[config.mk]
export PLATFORM = sky130hd
export DESIGN_NAME = srpc_top
export DESIGN_NICKNAME = d
export VERILOG_FILES = /design/src/srpc_pkg.sv /design/src/srpc_top.sv
export SDC_FILE = /design/constraint.sdc
export NUM_CORES = 1
export LEC_CHECK = 0
export ABC_AREA = 1
export BUFFER_PORTS_ARGS = -buffer_cell sky130_fd_sc_hd__buf_4
export CORE_ASPECT_RATIO = 1.4
export CORE_UTILIZATION = 55
export DETAILED_ROUTE_END_ITERATION = 16
export PLACE_DENSITY = 0.87
export SETUP_SLACK_MARGIN = 0.1
export SLEW_MARGIN = 20
export SYNTH_ARGS = -nofsm -noshare
export SYNTH_HDL_FRONTEND = slang
export SYNTH_SLANG_ARGS = --single-unit
[constraint.sdc]
create_clock -name MCLK_IN -period 3.1 [get_ports MCLK_IN]
set_clock_uncertainty 0.2 [all_clocks]
set_input_delay 0.155 -clock MCLK_IN [delete_from_list [all_inputs] [get_ports MCLK_IN]]
set_output_delay 0.155 -clock MCLK_IN [all_outputs]
set_load 0.01 [all_outputs]
[src/srpc_pkg.sv]
// shared constants and carrier types for the sync reference pin control block
package srpc_pkg;
    // control port subaddresses
    localparam logic [7:0] SRPC_ADDR_PIN_CFG = 8'h6B; // sync pin configuration
    localparam logic [7:0] SRPC_ADDR_HTRIG_LO = 8'h6C; // trigger phase low byte
    localparam logic [7:0] SRPC_ADDR_TRIG_HI = 8'h6D; // htrig msbs and vtrig
    // reset values
    localparam logic [7:0] SRPC_PIN_CFG_RST = 8'h00;
    localparam logic [10:0] SRPC_HTRIG_RST = 11'h000;
    localparam logic [4:0] SRPC_VTRIG_RST = 5'h00;
    // field positions inside the pin configuration byte
    localparam int SRPC_B_TYPE_HI = 7;
    localparam int SRPC_B_TYPE_LO = 6;
    localparam int SRPC_B_HSRC = 5;
    localparam int SRPC_B_A_OE = 4;
    localparam int SRPC_B_A_POL = 3;
    localparam int SRPC_B_BLANK = 2;
    localparam int SRPC_B_B_OE = 1;
    localparam int SRPC_B_B_POL = 0;
    // port a signal types
    localparam logic [1:0] SRPC_TYPE_VS = 2'h0;
    localparam logic [1:0] SRPC_TYPE_FS = 2'h1;
    localparam logic [1:0] SRPC_TYPE_FIELD_SEQUENCE_MARKER = 2'h2;
    // timing counts, in pixel clocks, half lines and fields
    localparam logic [10:0] SRPC_LINE_CLKS = 11'h6C0; // 1728 clocks per line
    localparam logic [10:0] SRPC_HALF_CLKS = 11'h360; // half a line
    localparam logic [10:0] SRPC_FIELD_HALVES = 11'h271; // 625 half lines per field
    localparam logic [10:0] SRPC_VPULSE_HALVES = 11'h006; // width of vertical pulse
    localparam logic [3:0] SRPC_SEQ_NTSC = 4'h4;
    localparam logic [3:0] SRPC_SEQ_PAL = 4'h8;
    localparam logic [3:0] SRPC_SEQ_SEQUENTIAL_COLOUR_SEL = 4'hC;

    // register write port carrier
    typedef struct packed {
        logic we; // one-cycle write strobe
        logic [7:0] addr; // subaddress
        logic [7:0] wdata; // byte written
    } srpc_wr_t;

    // whole state of the block
    typedef struct packed {
        logic [7:0] cfg;
        logic [10:0] htrig;
        logic [4:0] vtrig;
        logic [7:0] rdata;
        logic a_s1, a_s2, a_s3;
        logic b_s1, b_s2, b_s3;
        logic [10:0] hcnt;
        logic [10:0] vhalf;
        logic [3:0] seq;
        logic a_out;
        logic b_out;
        logic blank;
    } srpc_state_t;
endpackage

[src/srpc_top.sv]
// sync reference pin control: pin config register, timing counters, pin drivers
// How it works
// - config byte holds type, source, direction, polarity
// - type 00 vertical pulse, 01 frame marker
// - type 10 pulses every 4/8/12 fields
// - source 0: port a or embedded sync
// - source 1: horizontal sync from port b, or none with embedded sync
// - port a direction bit: 0 in, 1 out
// - port a polarity sets drive level, sample edge
// - blanking 0: horizontal reference pulse on port b
// - blanking 0: port b input used only for horizontal sync
// - blanking 1: pulse suppressed outside active lines
// - blanking 1 input: internal blanking plus sync with pin sync method
// - port b direction bit: 0 in, 1 out
// - port b polarity sets drive level, sample edge
// - horizontal trigger edge loads 11-bit phase
// - vertical trigger edge loads half-line phase
`timescale 1ns/1ns
module srpc_top #(
    parameter int LINE_W = 9 // width of first and last active line numbers
) (
    input wire logic MCLK_IN,
    input wire logic RESET_N_IN,
    input wire srpc_pkg::srpc_wr_t REG_WR_IN,
    output logic [7:0] REG_RDATA_OUT,
    input wire logic SYNC_METHOD_SEL_IN,
    input wire logic ALTERNATING_PHASE_SEL_IN,
    input wire logic SEQUENTIAL_COLOUR_SEL_IN,
    input wire logic EMB_FRAME_SYNC_IN,
    input wire logic [10:0] PORT_B_PULSE_START_IN,
    input wire logic [10:0] PORT_B_PULSE_END_IN,
    input wire logic [LINE_W-1:0] FIRST_ACTIVE_LINE_IN,
    input wire logic [LINE_W-1:0] LAST_ACTIVE_LINE_IN,
    input wire logic SYNC_PORT_A_IN,
    output logic SYNC_PORT_A_OUT,
    output logic SYNC_PORT_A_OE_OUT,
    input wire logic SYNC_PORT_B_IN,
    output logic SYNC_PORT_B_OUT,
    output logic SYNC_PORT_B_OE_OUT,
    output logic BLANK_OUT,
    output logic [10:0] HCOUNT_OUT,
    output logic [10:0] VHALF_OUT
);
    import srpc_pkg::*;

    logic rst_s1_q, rst_n_q; // released reset, two stages
    srpc_state_t s_q, s_d; // all registered state
    logic pol_a, pol_b, oe_a, oe_b, hsrc; // decoded config fields
    logic [1:0] typ; // port a signal type
    logic a_edge, b_edge; // active edges of the synced pins
    logic h_evt, v_evt; // timing triggers
    logic [10:0] fhalf; // half line inside the current field
    logic [10:0] fline; // line inside the current field
    logic in_vs, win, active, fstart; // timing windows
    logic [3:0] seq_len; // field sequence length

    // reset release through two flops; assertion is immediate
    always_ff @(posedge MCLK_IN or negedge RESET_N_IN) begin
        if (!RESET_N_IN) begin
            rst_s1_q <= 1'b0;
            rst_n_q <= 1'b0;
        end else begin
            rst_s1_q <= 1'b1;
            rst_n_q <= rst_s1_q;
        end
    end

    // field decode of the configuration byte
    assign typ = {s_q.cfg[SRPC_B_TYPE_HI], s_q.cfg[SRPC_B_TYPE_LO]};
    assign hsrc = s_q.cfg[SRPC_B_HSRC];
    assign oe_a = s_q.cfg[SRPC_B_A_OE];
    assign pol_a = s_q.cfg[SRPC_B_A_POL];
    assign oe_b = s_q.cfg[SRPC_B_B_OE];
    assign pol_b = s_q.cfg[SRPC_B_B_POL];

    // edge detect on the second and third flops; polarity flips which edge counts
    assign a_edge = (s_q.a_s2 ^ pol_a) & ~(s_q.a_s3 ^ pol_a);
    assign b_edge = (s_q.b_s2 ^ pol_b) & ~(s_q.b_s3 ^ pol_b);

    // horizontal trigger source; a pin driven by us never triggers us
    always_comb begin
        if (SYNC_METHOD_SEL_IN) begin
            h_evt = ~hsrc & EMB_FRAME_SYNC_IN;
        end else if (hsrc) begin
            h_evt = b_edge & ~oe_b;
        end else begin
            h_evt = a_edge & ~oe_a;
        end
    end
    assign v_evt = a_edge & ~oe_a;

    // position in field; vertical blanking judged per field
    assign fhalf = (s_q.vhalf < SRPC_FIELD_HALVES) ? s_q.vhalf : s_q.vhalf - SRPC_FIELD_HALVES;
    assign fline = {1'b0, fhalf[10:1]};
    assign in_vs = fhalf < SRPC_VPULSE_HALVES;
    assign win = (s_q.hcnt >= PORT_B_PULSE_START_IN) && (s_q.hcnt < PORT_B_PULSE_END_IN);
    assign active = (fline >= 11'(FIRST_ACTIVE_LINE_IN)) && (fline <= 11'(LAST_ACTIVE_LINE_IN));
    assign fstart = (s_q.vhalf == '0) || (s_q.vhalf == SRPC_FIELD_HALVES);
    always_comb begin
        if (SEQUENTIAL_COLOUR_SEL_IN) begin
            seq_len = SRPC_SEQ_SEQUENTIAL_COLOUR_SEL;
        end else if (ALTERNATING_PHASE_SEL_IN) begin
            seq_len = SRPC_SEQ_PAL;
        end else begin
            seq_len = SRPC_SEQ_NTSC;
        end
    end

    // next state of everything
    always_comb begin
        s_d = s_q;
        // register writes; unmapped subaddresses are ignored
        if (REG_WR_IN.we) begin
            case (REG_WR_IN.addr)
                SRPC_ADDR_PIN_CFG: s_d.cfg = REG_WR_IN.wdata;
                SRPC_ADDR_HTRIG_LO: s_d.htrig[7:0] = REG_WR_IN.wdata;
                SRPC_ADDR_TRIG_HI: begin
                    s_d.htrig[10:8] = REG_WR_IN.wdata[7:5];
                    s_d.vtrig = REG_WR_IN.wdata[4:0];
                end
                default: ;
            endcase
        end
        // read data follows the address every cycle, zero when unmapped
        case (REG_WR_IN.addr)
            SRPC_ADDR_PIN_CFG: s_d.rdata = s_q.cfg;
            SRPC_ADDR_HTRIG_LO: s_d.rdata = s_q.htrig[7:0];
            SRPC_ADDR_TRIG_HI: s_d.rdata = {s_q.htrig[10:8], s_q.vtrig};
            default: s_d.rdata = 8'h00;
        endcase
        // pin synchronisers; first stage feeds the second only
        s_d.a_s1 = SYNC_PORT_A_IN;
        s_d.a_s2 = s_q.a_s1;
        s_d.a_s3 = s_q.a_s2;
        s_d.b_s1 = SYNC_PORT_B_IN;
        s_d.b_s2 = s_q.b_s1;
        s_d.b_s3 = s_q.b_s2;
        // pixel counter; a trigger loads the phase so larger codes mean less delay
        if (h_evt) begin
            s_d.hcnt = s_q.htrig;
        end else if (s_q.hcnt >= SRPC_LINE_CLKS - 11'h001) begin
            s_d.hcnt = '0;
        end else begin
            s_d.hcnt = s_q.hcnt + 11'h001;
        end
        // half-line counter, advanced twice a line
        if (v_evt) begin
            s_d.vhalf = {6'h00, s_q.vtrig};
        end else if (!h_evt && (s_q.hcnt == SRPC_LINE_CLKS - 11'h001
                || s_q.hcnt == SRPC_HALF_CLKS - 11'h001)) begin
            if (s_q.vhalf >= SRPC_FIELD_HALVES + SRPC_FIELD_HALVES - 11'h001) begin
                s_d.vhalf = '0;
            end else begin
                s_d.vhalf = s_q.vhalf + 11'h001;
            end
        end
        // field sequence counter steps at the start of each field
        if (fstart && s_d.vhalf != s_q.vhalf) begin
            s_d.seq = (s_q.seq + 4'h1 >= seq_len) ? 4'h0 : s_q.seq + 4'h1;
        end
        // port a output, then polarity; code 11 idles at the inactive level
        case (typ)
            SRPC_TYPE_VS: s_d.a_out = in_vs ^ pol_a;
            SRPC_TYPE_FS: s_d.a_out = (s_q.vhalf < SRPC_FIELD_HALVES) ^ pol_a;
            SRPC_TYPE_FIELD_SEQUENCE_MARKER: s_d.a_out = (in_vs && s_q.seq == 4'h0) ^ pol_a;
            default: s_d.a_out = pol_a;
        endcase
        // port b output: reference pulse, or composite blanking without vblank
        if (s_q.cfg[SRPC_B_BLANK]) begin
            s_d.b_out = (win && active) ^ pol_b;
        end else begin
            s_d.b_out = win ^ pol_b;
        end
        // incoming blanking, only in input mode with pin sync method
        s_d.blank = s_q.cfg[SRPC_B_BLANK] & ~oe_b & ~SYNC_METHOD_SEL_IN
            & (s_q.b_s2 ^ pol_b);
    end

    // single state register
    always_ff @(posedge MCLK_IN or negedge rst_n_q) begin
        if (!rst_n_q) begin
            s_q <= '0;
            s_q.cfg <= SRPC_PIN_CFG_RST;
            s_q.htrig <= SRPC_HTRIG_RST;
            s_q.vtrig <= SRPC_VTRIG_RST;
        end else begin
            s_q <= s_d;
        end
    end

    // pin enables follow the direction bits
    assign SYNC_PORT_A_OE_OUT = oe_a;
    assign SYNC_PORT_B_OE_OUT = oe_b;
    assign SYNC_PORT_A_OUT = s_q.a_out;
    assign SYNC_PORT_B_OUT = s_q.b_out;
    assign BLANK_OUT = s_q.blank;
    assign REG_RDATA_OUT = s_q.rdata;
    assign HCOUNT_OUT = s_q.hcnt;
    assign VHALF_OUT = s_q.vhalf;
endmodule

## Word-level counts from Yosys, hierarchy flattened

Cells that the tools add are included.

- Register bits: 69
- Bits of input ports: 65
- Output and inout bits: 35
- Word-level logic and storage cells: 93

- Add/subtract/negate cells: 4
- Order comparisons: 9
- Equal/unequal tests: 9
- Mux-type cells: 14
- Bitwise gates (word level): 23
- Reductions and logical operators: 15

Operators by type and width:

| operator | number |
|---|---|
| $mux W11 | 6 |
| $eq A8 B7 Y1 const B | 3 |
| $pmux W8 S3 | 1 |
| $add A11 B1 Y11 const B | 2 |
| $eq A11 B10 Y1 const B | 2 |
| $ge A11 B11 Y1 const B | 2 |
| $mux W4 | 3 |
| $eq A11 B11 Y1 const B | 1 |
| $ge A11 B11 Y1 | 1 |
| $logic_not A11 Y1 | 1 |
| $lt A11 B10 Y1 const B | 1 |
| $lt A11 B11 Y1 | 1 |
| $lt A11 B3 Y1 const B | 1 |
| $ne A11 B11 Y1 | 1 |
| $sub A11 B10 Y11 const B | 1 |
| $ge A10 B9 Y1 | 1 |
| $le A10 B9 Y1 | 1 |
| $xor A1 B1 Y1 | 9 |
| $and A1 B1 Y1 | 8 |
| $logic_and A1 B1 Y1 | 6 |
| $not A1 Y1 | 6 |
| $reduce_and A2 Y1 | 3 |
| $add A4 B1 Y4 const B | 1 |
| $ge A4 B4 Y1 | 1 |
| 8 further kinds | 11 |

## Longest topological paths before layout

Gate-level depths: netlist of run 1.

- Depth after elaboration: 12
- Depth in mapped cells: 23
- Gate-level depth less buffers: 22

## Least setup slack after synthesis of run 1

Ideal clock, no wire load.

- Path kind: register to register
- Start point: reg s_q, in the netlist VHALF_OUT[0]
- End point: reg s_q, in the netlist SYNC_PORT_B_OUT
- Library setup time: 117 ps
- Data arrival time: 2,431 ps
- Required time: 2,783 ps
- Slack: 352 ps
- Cell stages (with the launch flop): 24
- Buffers on the path: 1
- Period minus slack after synthesis: 2,748 ps
- Cell sequence: dfrtp_1 > buf_2 > inv_2 > nand3_2 > nand3_2 > nand2_4 > inv_2 > a21oi_2 > xor2_1 > ha_1 > nand2_1 > nor2_1 > a211oi_1 > nand2_1 > nand3_1 > nand2_1 > nand2_1 > nand2_1 > nand2_1 > nand2_1 > nand2_1 > nand2_1 > nand2_1 > nand2_1

RTL lines:

| element | line | RTL |
|---|---|---|
| from (decl) | srpc_top.sv:47 | `srpc_state_t s_q, s_d;` |

==> results list, run 1 <==
* Kind of launch point of the worst setup path: flip-flop
- Synthesis produced a netlist with a net count of 886.
* Total power draw: 4.66 mW
* Post-synth ARST share: 100%
* Initial Util: 56.3%
* Overall die area: 10500 sq um
- Number of cells after detailed placement: 979
- In the detailed route, the total length drawn on met2 is 8.12 mm.
- The clock net in this run drives a total of 69 sinks.
* Layout-stage area growth over the synthesis result: 25.1%
- Final Net Count: 993
- The clock passes through at most 2 buffers.
- Clock-pin slew on the worst setup and hold paths: 0.06 ns
- The worst hold path passes through 4 cells.
- In this run the static leakage power is 3.76 nW.
- The most used flip-flop cell after synthesis is dfrtp_1.
- Combinational family with the most area after synthesis: simple AND/OR/NAND/NOR gates
- STA classifies the critical path endpoint as a flip-flop.
- Capturing point of the worst reg2reg path: SYNC_PORT_B_OUT
* Number of enable-type register cells in the synthesized netlist: 0
- Floorplan Core Area: 9900 sq um
- Netlist area before placement: 5570 sq um
- Setup repair after global routing could not meet its margin everywhere.
- After layout, the worst path uses 93.2% of the clock period.
- Compound-cell area share of the yosys netlist: 10.4%
- Most common cell in the synthesized netlist: nand2_1
- Final count of hold timing violations: 0
* F_max: 0.346 GHz
- Maximum number of pins on one net before global-route repair: 35
* Worst R2R Start: VHALF_OUT[1]
- Counting flops and latches in the post-synthesis netlist gives 69.
- Setup total negative slack on the finished layout was measured at 0 ns.
- Synthesized-area fraction occupied by adder cells: 10.8%
- Number of distinct standard cells referenced by the synthesized netlist: 48
* Register-to-register setup slack: 0.21 ns
- For this run, the total global-route usage over all layers was measured as 29.1%.
* Worst-skew pair later-pin latency: 0.34 ns
* Path depth of the worst reg2reg path: 22
* Max_slew headroom: 43.2%
- Vert. Die Dim: 121 microns
* Fraction of layout cells with a size suffix above 1: 24.5%
- Of all cell types, the one taking the most synthesized area is dfrtp_1.
- Final setup viols: 0
- Run status: completed
* TritonCTS clock tree: yes
* Metal-1 WL: 5.44 mm
- The wire-length estimate of the detail-placed layout is 11.1 mm.
- The first routing iteration left 500 violations.
- Top cells by area, synth: dfrtp_1 (31%), nand2_1 (12%), ha_1 (11%)
- After layout, the minimum clock period comes to 2.89 ns.
- Endpoint required time on the critical path: 3.13 ns
- After Yosys synthesis, and, or, nand and nor cells account for 30.3% of the synthesized area.
* Residual DRC count: 0
- After the flow finishes, the layout carries non-filler instances totaling 1020.
* Arrival time at the worst endpoint: 2.92 ns
- At the pin with the least slew margin, the transition time is 0.849 ns.
* Detailed-route wire length per cell: 14.9 microns
- The routed design uses 688 microns of met3 wire.
* Top layer reached by signal wires: met4
- The portion of synthesized area spent on multiplexers is 0%.
- Path class of the lowest-slack min-delay path: input port to flip-flop
* Share of the synthesized netlist area taken by xor and xnor gates: 2.49%
* Total number of yosys warnings: 0
- Average cell area after synthesis: 7.20 sq um
* Via density: 5.47
* Worst-path fanout max: 6
- Routability-driven placement finished with a final weighted congestion of 0.937.
- Max-slew violation count: 0
* Total routed wirelength: 15.2 mm
* Worst ir drop on vdd: 0.000602 V
* DIE WIDTH: 87.0 microns
- Worst setup path endpoint: SYNC_PORT_B_OUT
- Power spread over the standard cell area amounts to 669 nW/um^2.
- In the synthesized netlist, the number of instances is 773.
- Cell Rows: 43
* Wire length of the first global-routing pass: 23.7 mm
* Number of antenna violations at the first check in global routing: 0
- By startpoint and endpoint, the worst setup path is classified as flip-flop to flip-flop.
* Launch point of the worst path: VHALF_OUT[1]
* Clk root buf: clkbuf_16
- The total overflow left after global routing is 0.
* Antenna Nets Post-Route: 0
- Diode insertion count for antenna repair: 0
- Input and output buffers added on the ports amount to 99.
- Area share of the largest cell type after synthesis: 31.0%
- In this run the number of H-tree levels came out at 3.
- Sequential fraction of the synthesis area: 31.0%
* CTS buffer count: 9
- Total via count in the routed design: 5575
- The tool flagged a number of max-cap violations equal to 0.
* Via count of the first global-routing pass: 5249
- After synthesis, the most frequently instantiated cells are nand2_1 (185), inv_1 (116), dfrtp_1 (69), nor2_1 (54), nand3_1 (52).
* First-pass iteration count of the detailed router: 5
- 100 I/O pins were placed.
-- what timing repair did --
item                                   CTS  global route
endpoints found under the hold margin   29             0
setup endpoints to repair                0             5
setup buffers                            0            12
hold buffers                            13             0
gates resized for setup                  0            24
-- how the worst min path moves through the flow --
stage                  from                to  slack (ns)
5_1_grt        REG_WR_IN[8]  REG_RDATA_OUT[1]        0.05
3_3_place_gp     RESET_N_IN          rst_s1_q       -0.26
4_1_cts        REG_WR_IN[8]  REG_RDATA_OUT[2]        0.02
3_5_place_dp     RESET_N_IN          rst_s1_q       -0.26
6_report       REG_WR_IN[8]  REG_RDATA_OUT[2]        0.03
2_1_floorplan    RESET_N_IN           rst_n_q       -0.34
-- placed cells by master (no fill, tap or decap), types with 9 or more instances in the layout --
master	instances
ha_1	47
o21ai_0	23
nor2_1	54
nand2_1	179
inv_2	15
dfrtp_1	65
nor3_1	16
dlygate4sd3_1	13
nand3_1	51
nand2_2	12
nand4_1	18
a21oi_1	29
inv_1	115
o22ai_1	11
clkbuf_16	9
buf_4	128
-- registers in the layout, indices dropped and copies added, names as in the netlist --
signal,flops
BLANK_OUT,1
HCOUNT_OUT,11
REG_RDATA_OUT,8
SYNC_PORT_A_OE_OUT,1
SYNC_PORT_A_OUT,1
SYNC_PORT_B_OE_OUT,1
SYNC_PORT_B_OUT,1
VHALF_OUT,11
hsrc,1
pol_a,1
pol_b,1
rst_n_q,1
rst_s1_q,1
s_d,4
s_q,25
-- critical path, cell delays in order (launching register included) --
cell,delay [ns]
dfrtp_2,0.45
nor2_4,0.13
nand3_2,0.11
nand3_4,0.11
nand2_4,0.09
nand2_2,0.07
xor2_1,0.17
inv_1,0.09
ha_1,0.29
a21oi_1,0.14
nor2_1,0.07
a211oi_2,0.19
nand2_1,0.07
nand3_1,0.07
nand2_1,0.05
nand2_1,0.05
nand2_1,0.05
nand2_1,0.08
nand2_2,0.06
nand2_2,0.07
nand2_2,0.05
nand2_1,0.06
nand2_1,0.05
-- layout make-up --
class                      instances  area (sq um)
clock buffer                       9           225
sequential                        69          1730
inverter                         133           507
tap                              135           169
multi-input combinational        524          3090
timing repair buffer             143          1120
fill                             783          2930
clock inverter                     7           121
-- layer usage --
metal / vias up / GRT usage, %
li1: 2692 / -
met1: 2590 / 31.6
met2: 219 / 52.8
met3: 74 / 3.06
met4: 0 / 19.0
met5: - / 0
-- per-stage QoR --
stage	hold WS, ns	utilization [%]	setup WS [ns]	area [sq um]
global route	0.0499	70.4	0.0387	6970
finish	0.0266	70.4	0.210	6970
floorplan	-0.341	-	0.352	5570
global placement	-0.262	63.7	0.289	6310
CTS	0.0225	68.5	0.141	6790
detailed placement	-0.262	63.7	0.171	6310
-- report_power, final --
group	internal [mW]	switching, mW
Combinational	0.905	1.24
Clock	0.789	0.406
Sequential	1.06	0.258
Total	2.76	1.91
-- kinds of logic (layout without fill, tap and decap cells) --
| family | count (synthesis) | after routing |
|---|---|---|
| and+or+nand+nor | 365 | 365 |
| AOI/OAI and AO/OA | 95 | 95 |
| xor gates and xnor gates | 15 | 15 |
| adders and majority gates | 48 | 48 |
| buffers and inverters | 180 | 292 |
| DFF | 69 | 69 |
| other | 1 | 1 |
No activity file was read; power rests on OpenSTA's default activity.
==> run 2: changes to the inputs <==
CORE_UTILIZATION = 40   (was 55)
GPL_ROUTABILITY_DRIVEN = 1   (was not set)
PLACE_DENSITY = 0.68   (was 0.87)
RECOVER_POWER = 100   (was not set)
==> run 2 against run 1 <==
Compared with the run above: global-route usage shrank 8.2 points; critical path type unchanged; largest power group unchanged; critical endpoint is now s_q[4]; via count decreased by 5.3%; sequential power barely moved.
==> results list, run 2 (synthesized netlist as in run 1, its figures left out) <==
* Global route total overflow: 0
- Register-to-register setup slack: 0.26 ns
- Once layout is complete, the utilization of the core stands at 50.1%.
* Via density: 4.99
- Max_slew headroom: 19.5%
* Worst-path fanout max: 7
- Leakage Power: 3.57 nW
- Final total negative setup slack: 0 ns
* Slew at the pin closest to its max-slew limit: 1.21 ns
- Layout-stage area growth over the synthesis result: 21.1%
- Largest register FFs: 25
- Endpoint required time on the critical path: 3.18 ns
* Most flops, register: s_q
- Number of I/O pins: 100
- The number of global-route vias before repair is 5005.
* Initial Util: 41.4%
- The number of hold-slack violations in the final timing report came to 0.
- Entering global routing, the biggest net connects 38 pins.
- Worst Setup Slack post-DPL: 0.239 ns
- STA puts the critical path data arrival time at 2.92 ns.
- Number of DRC violations after detailed-routing iteration 0: 252
- Number of antenna violations at the first check in global routing: 0
* Floorplan Core Area: 13500 sq um
- Final clock period utilization by the worst path: 91.7%
- Derived from the worst setup path, the maximum achievable clock frequency is 0.352 GHz.
- Worst R2R Start: VHALF_OUT[1]
- Most common cell after layout, fill and taps aside: nand2_1
- Run status: completed
- First-pass iteration count of the detailed router: 6
* Worst ir drop on vdd: 0.000653 V
- Antenna Nets Post-Route: 0
* Diode insertion count for antenna repair: 0
- Clk root buf: clkbuf_16
- Reported max-cap violation count: 0
* Worst setup margin: 0.256 ns
- The most critical setup path has its startpoint at VHALF_OUT[1].
- Power per cell area: 635 nW/um^2
- Weighted congestion reported at the end of routability-driven placement: 0.912
- Final setup viols: 0
- Critical path's slowest cell: dfrtp_1
- TritonCTS built the clock tree.
* Number of cells after detailed placement: 1029
- Worst setup path endpoint: s_q[4]
- The worst setup path is launched from a flip-flop.
* Buffer levels on the longest clock path: 2
- Measured in cells, the most critical reg-to-reg path has a length of 18.
* Total cell area at the placement stage: 6390 sq um
- Among the stages of the critical path, the cell type that occurs most often is nand2_1.
- Worst hold slack across all endpoints: 0.103 ns
- In the global route stage, overall resource usage came out at 21.0%.
- The count of final max-slew check failures is 0.
* Fraction of layout cells with a size suffix above 1: 18.5%
* Sink Count: 69
- CTS built an H-tree with a depth of 3.
* Unrepaired setup endpoints after global routing: false
- The first global-routing pass estimated 23.3 mm of wire.
* Kind of capture point of the worst setup path: flip-flop
* Startpoint-to-endpoint class of the critical path: flip-flop to flip-flop
- Detailed-placement wirelength estimate: 11.5 mm
- Cell Rows: 50
- The final route contains 5280 vias.
* CTS buffer count: 9
* Highest-count cells in the layout ignoring fill and taps: nand2_1 (184), inv_1 (117), buf_4 (86)
- After clock tree synthesis, the clock-pin slew on the worst setup and hold paths is 0.06 ns.
- Detailed-route wire length per cell: 13.8 microns
- In the routed design, unresolved DRC markers number 0.
- At the later pin of the worst-skew pair, clock insertion delay measures 0.34 ns.
- Total power draw: 4.29 mW
- Number of buffer cells added on primary ports: 99
- Traced cell by cell, the critical path runs through clkbuf_1, ha_1, nand3_1, nand2_1, nand2_1, inv_1, nand4_1, nand3_1, nand2_1, nand2_1, nand2_1, inv_1, o22ai_1, nor2_2, nand2_2, nand2_4, nand2_1, nand2_1.
- In this run the critical register-to-register path is captured at s_q[4].
* Vert. Die Dim: 142 microns
- Beginning of the worst hold path: REG_WR_IN[8]
* Total routed wirelength: 14.6 mm
- The finished cells cover 6750 sq um.
- In the final design database the tool counted 985 nets.
* DIE WIDTH: 102 microns
* Highest cell delay on the worst timing path: 0.43 ns
* Overall die area: 14400 sq um
- Non-filler instance count after layout: 1059
* Path class of the lowest-slack min-delay path: input port to flip-flop
* Final critical-path required period: 2.84 ns
run 2: layout make-up:
type | instances | area (sq um)
multi-input cells | 524 | 3060
clock buffers | 9 | 225
clock inverters | 7 | 73.8
fillers | 1364 | 6710
well taps | 182 | 228
inverters | 133 | 507
repair buffers | 135 | 927
flip-flops and latches | 69 | 1730
run 2: report_power, final:
group | switching [mW] | internal [mW] | total (mW)
registers | 0.235 | 1.06 | 1.29
clock network | 0.404 | 0.626 | 1.03
logic | 1.17 | 0.792 | 1.96
run 2: repair_timing:
| item | in CTS | in global routing |
|---|---|---|
| gates resized for setup | 0 | 13 |
| hold endpoints to repair | 29 | 0 |
| endpoints found under the setup margin | 0 | 1 |
| setup buffers | 0 | 1 |
| hold buffers | 13 | 0 |
run 2: worst min-delay path by stage:
stage	to	slack, ns	depth (start not counted)
floorplan	rst_n_q	-0.34	0
global placement	rst_s1_q	-0.26	1
detailed placement	rst_s1_q	-0.26	1
CTS	REG_RDATA_OUT[5]	0.003	4
global route	REG_RDATA_OUT[5]	0.12	4
finish	REG_RDATA_OUT[5]	0.10	4
run 2: critical path, delay by kind of cell (launching register included):
kind,cells,cell delay [ns]
DFF,1,0.43
buffers and inverters,3,0.54
and+or+nand+nor,13,1.15
adders and majority gates,1,0.36
AOI/OAI and AO/OA,1,0.10
run 2: routing by layer:
metal / global-route usage (%) / up-vias / share of wire, %
li1: - / 2674 / -
met1: 22.9 / 2422 / 39
met2: 37.8 / 143 / 53
met3: 3.30 / 41 / 3.8
met4: 11.7 / 0 / 4.4
met5: 0 / - / 0
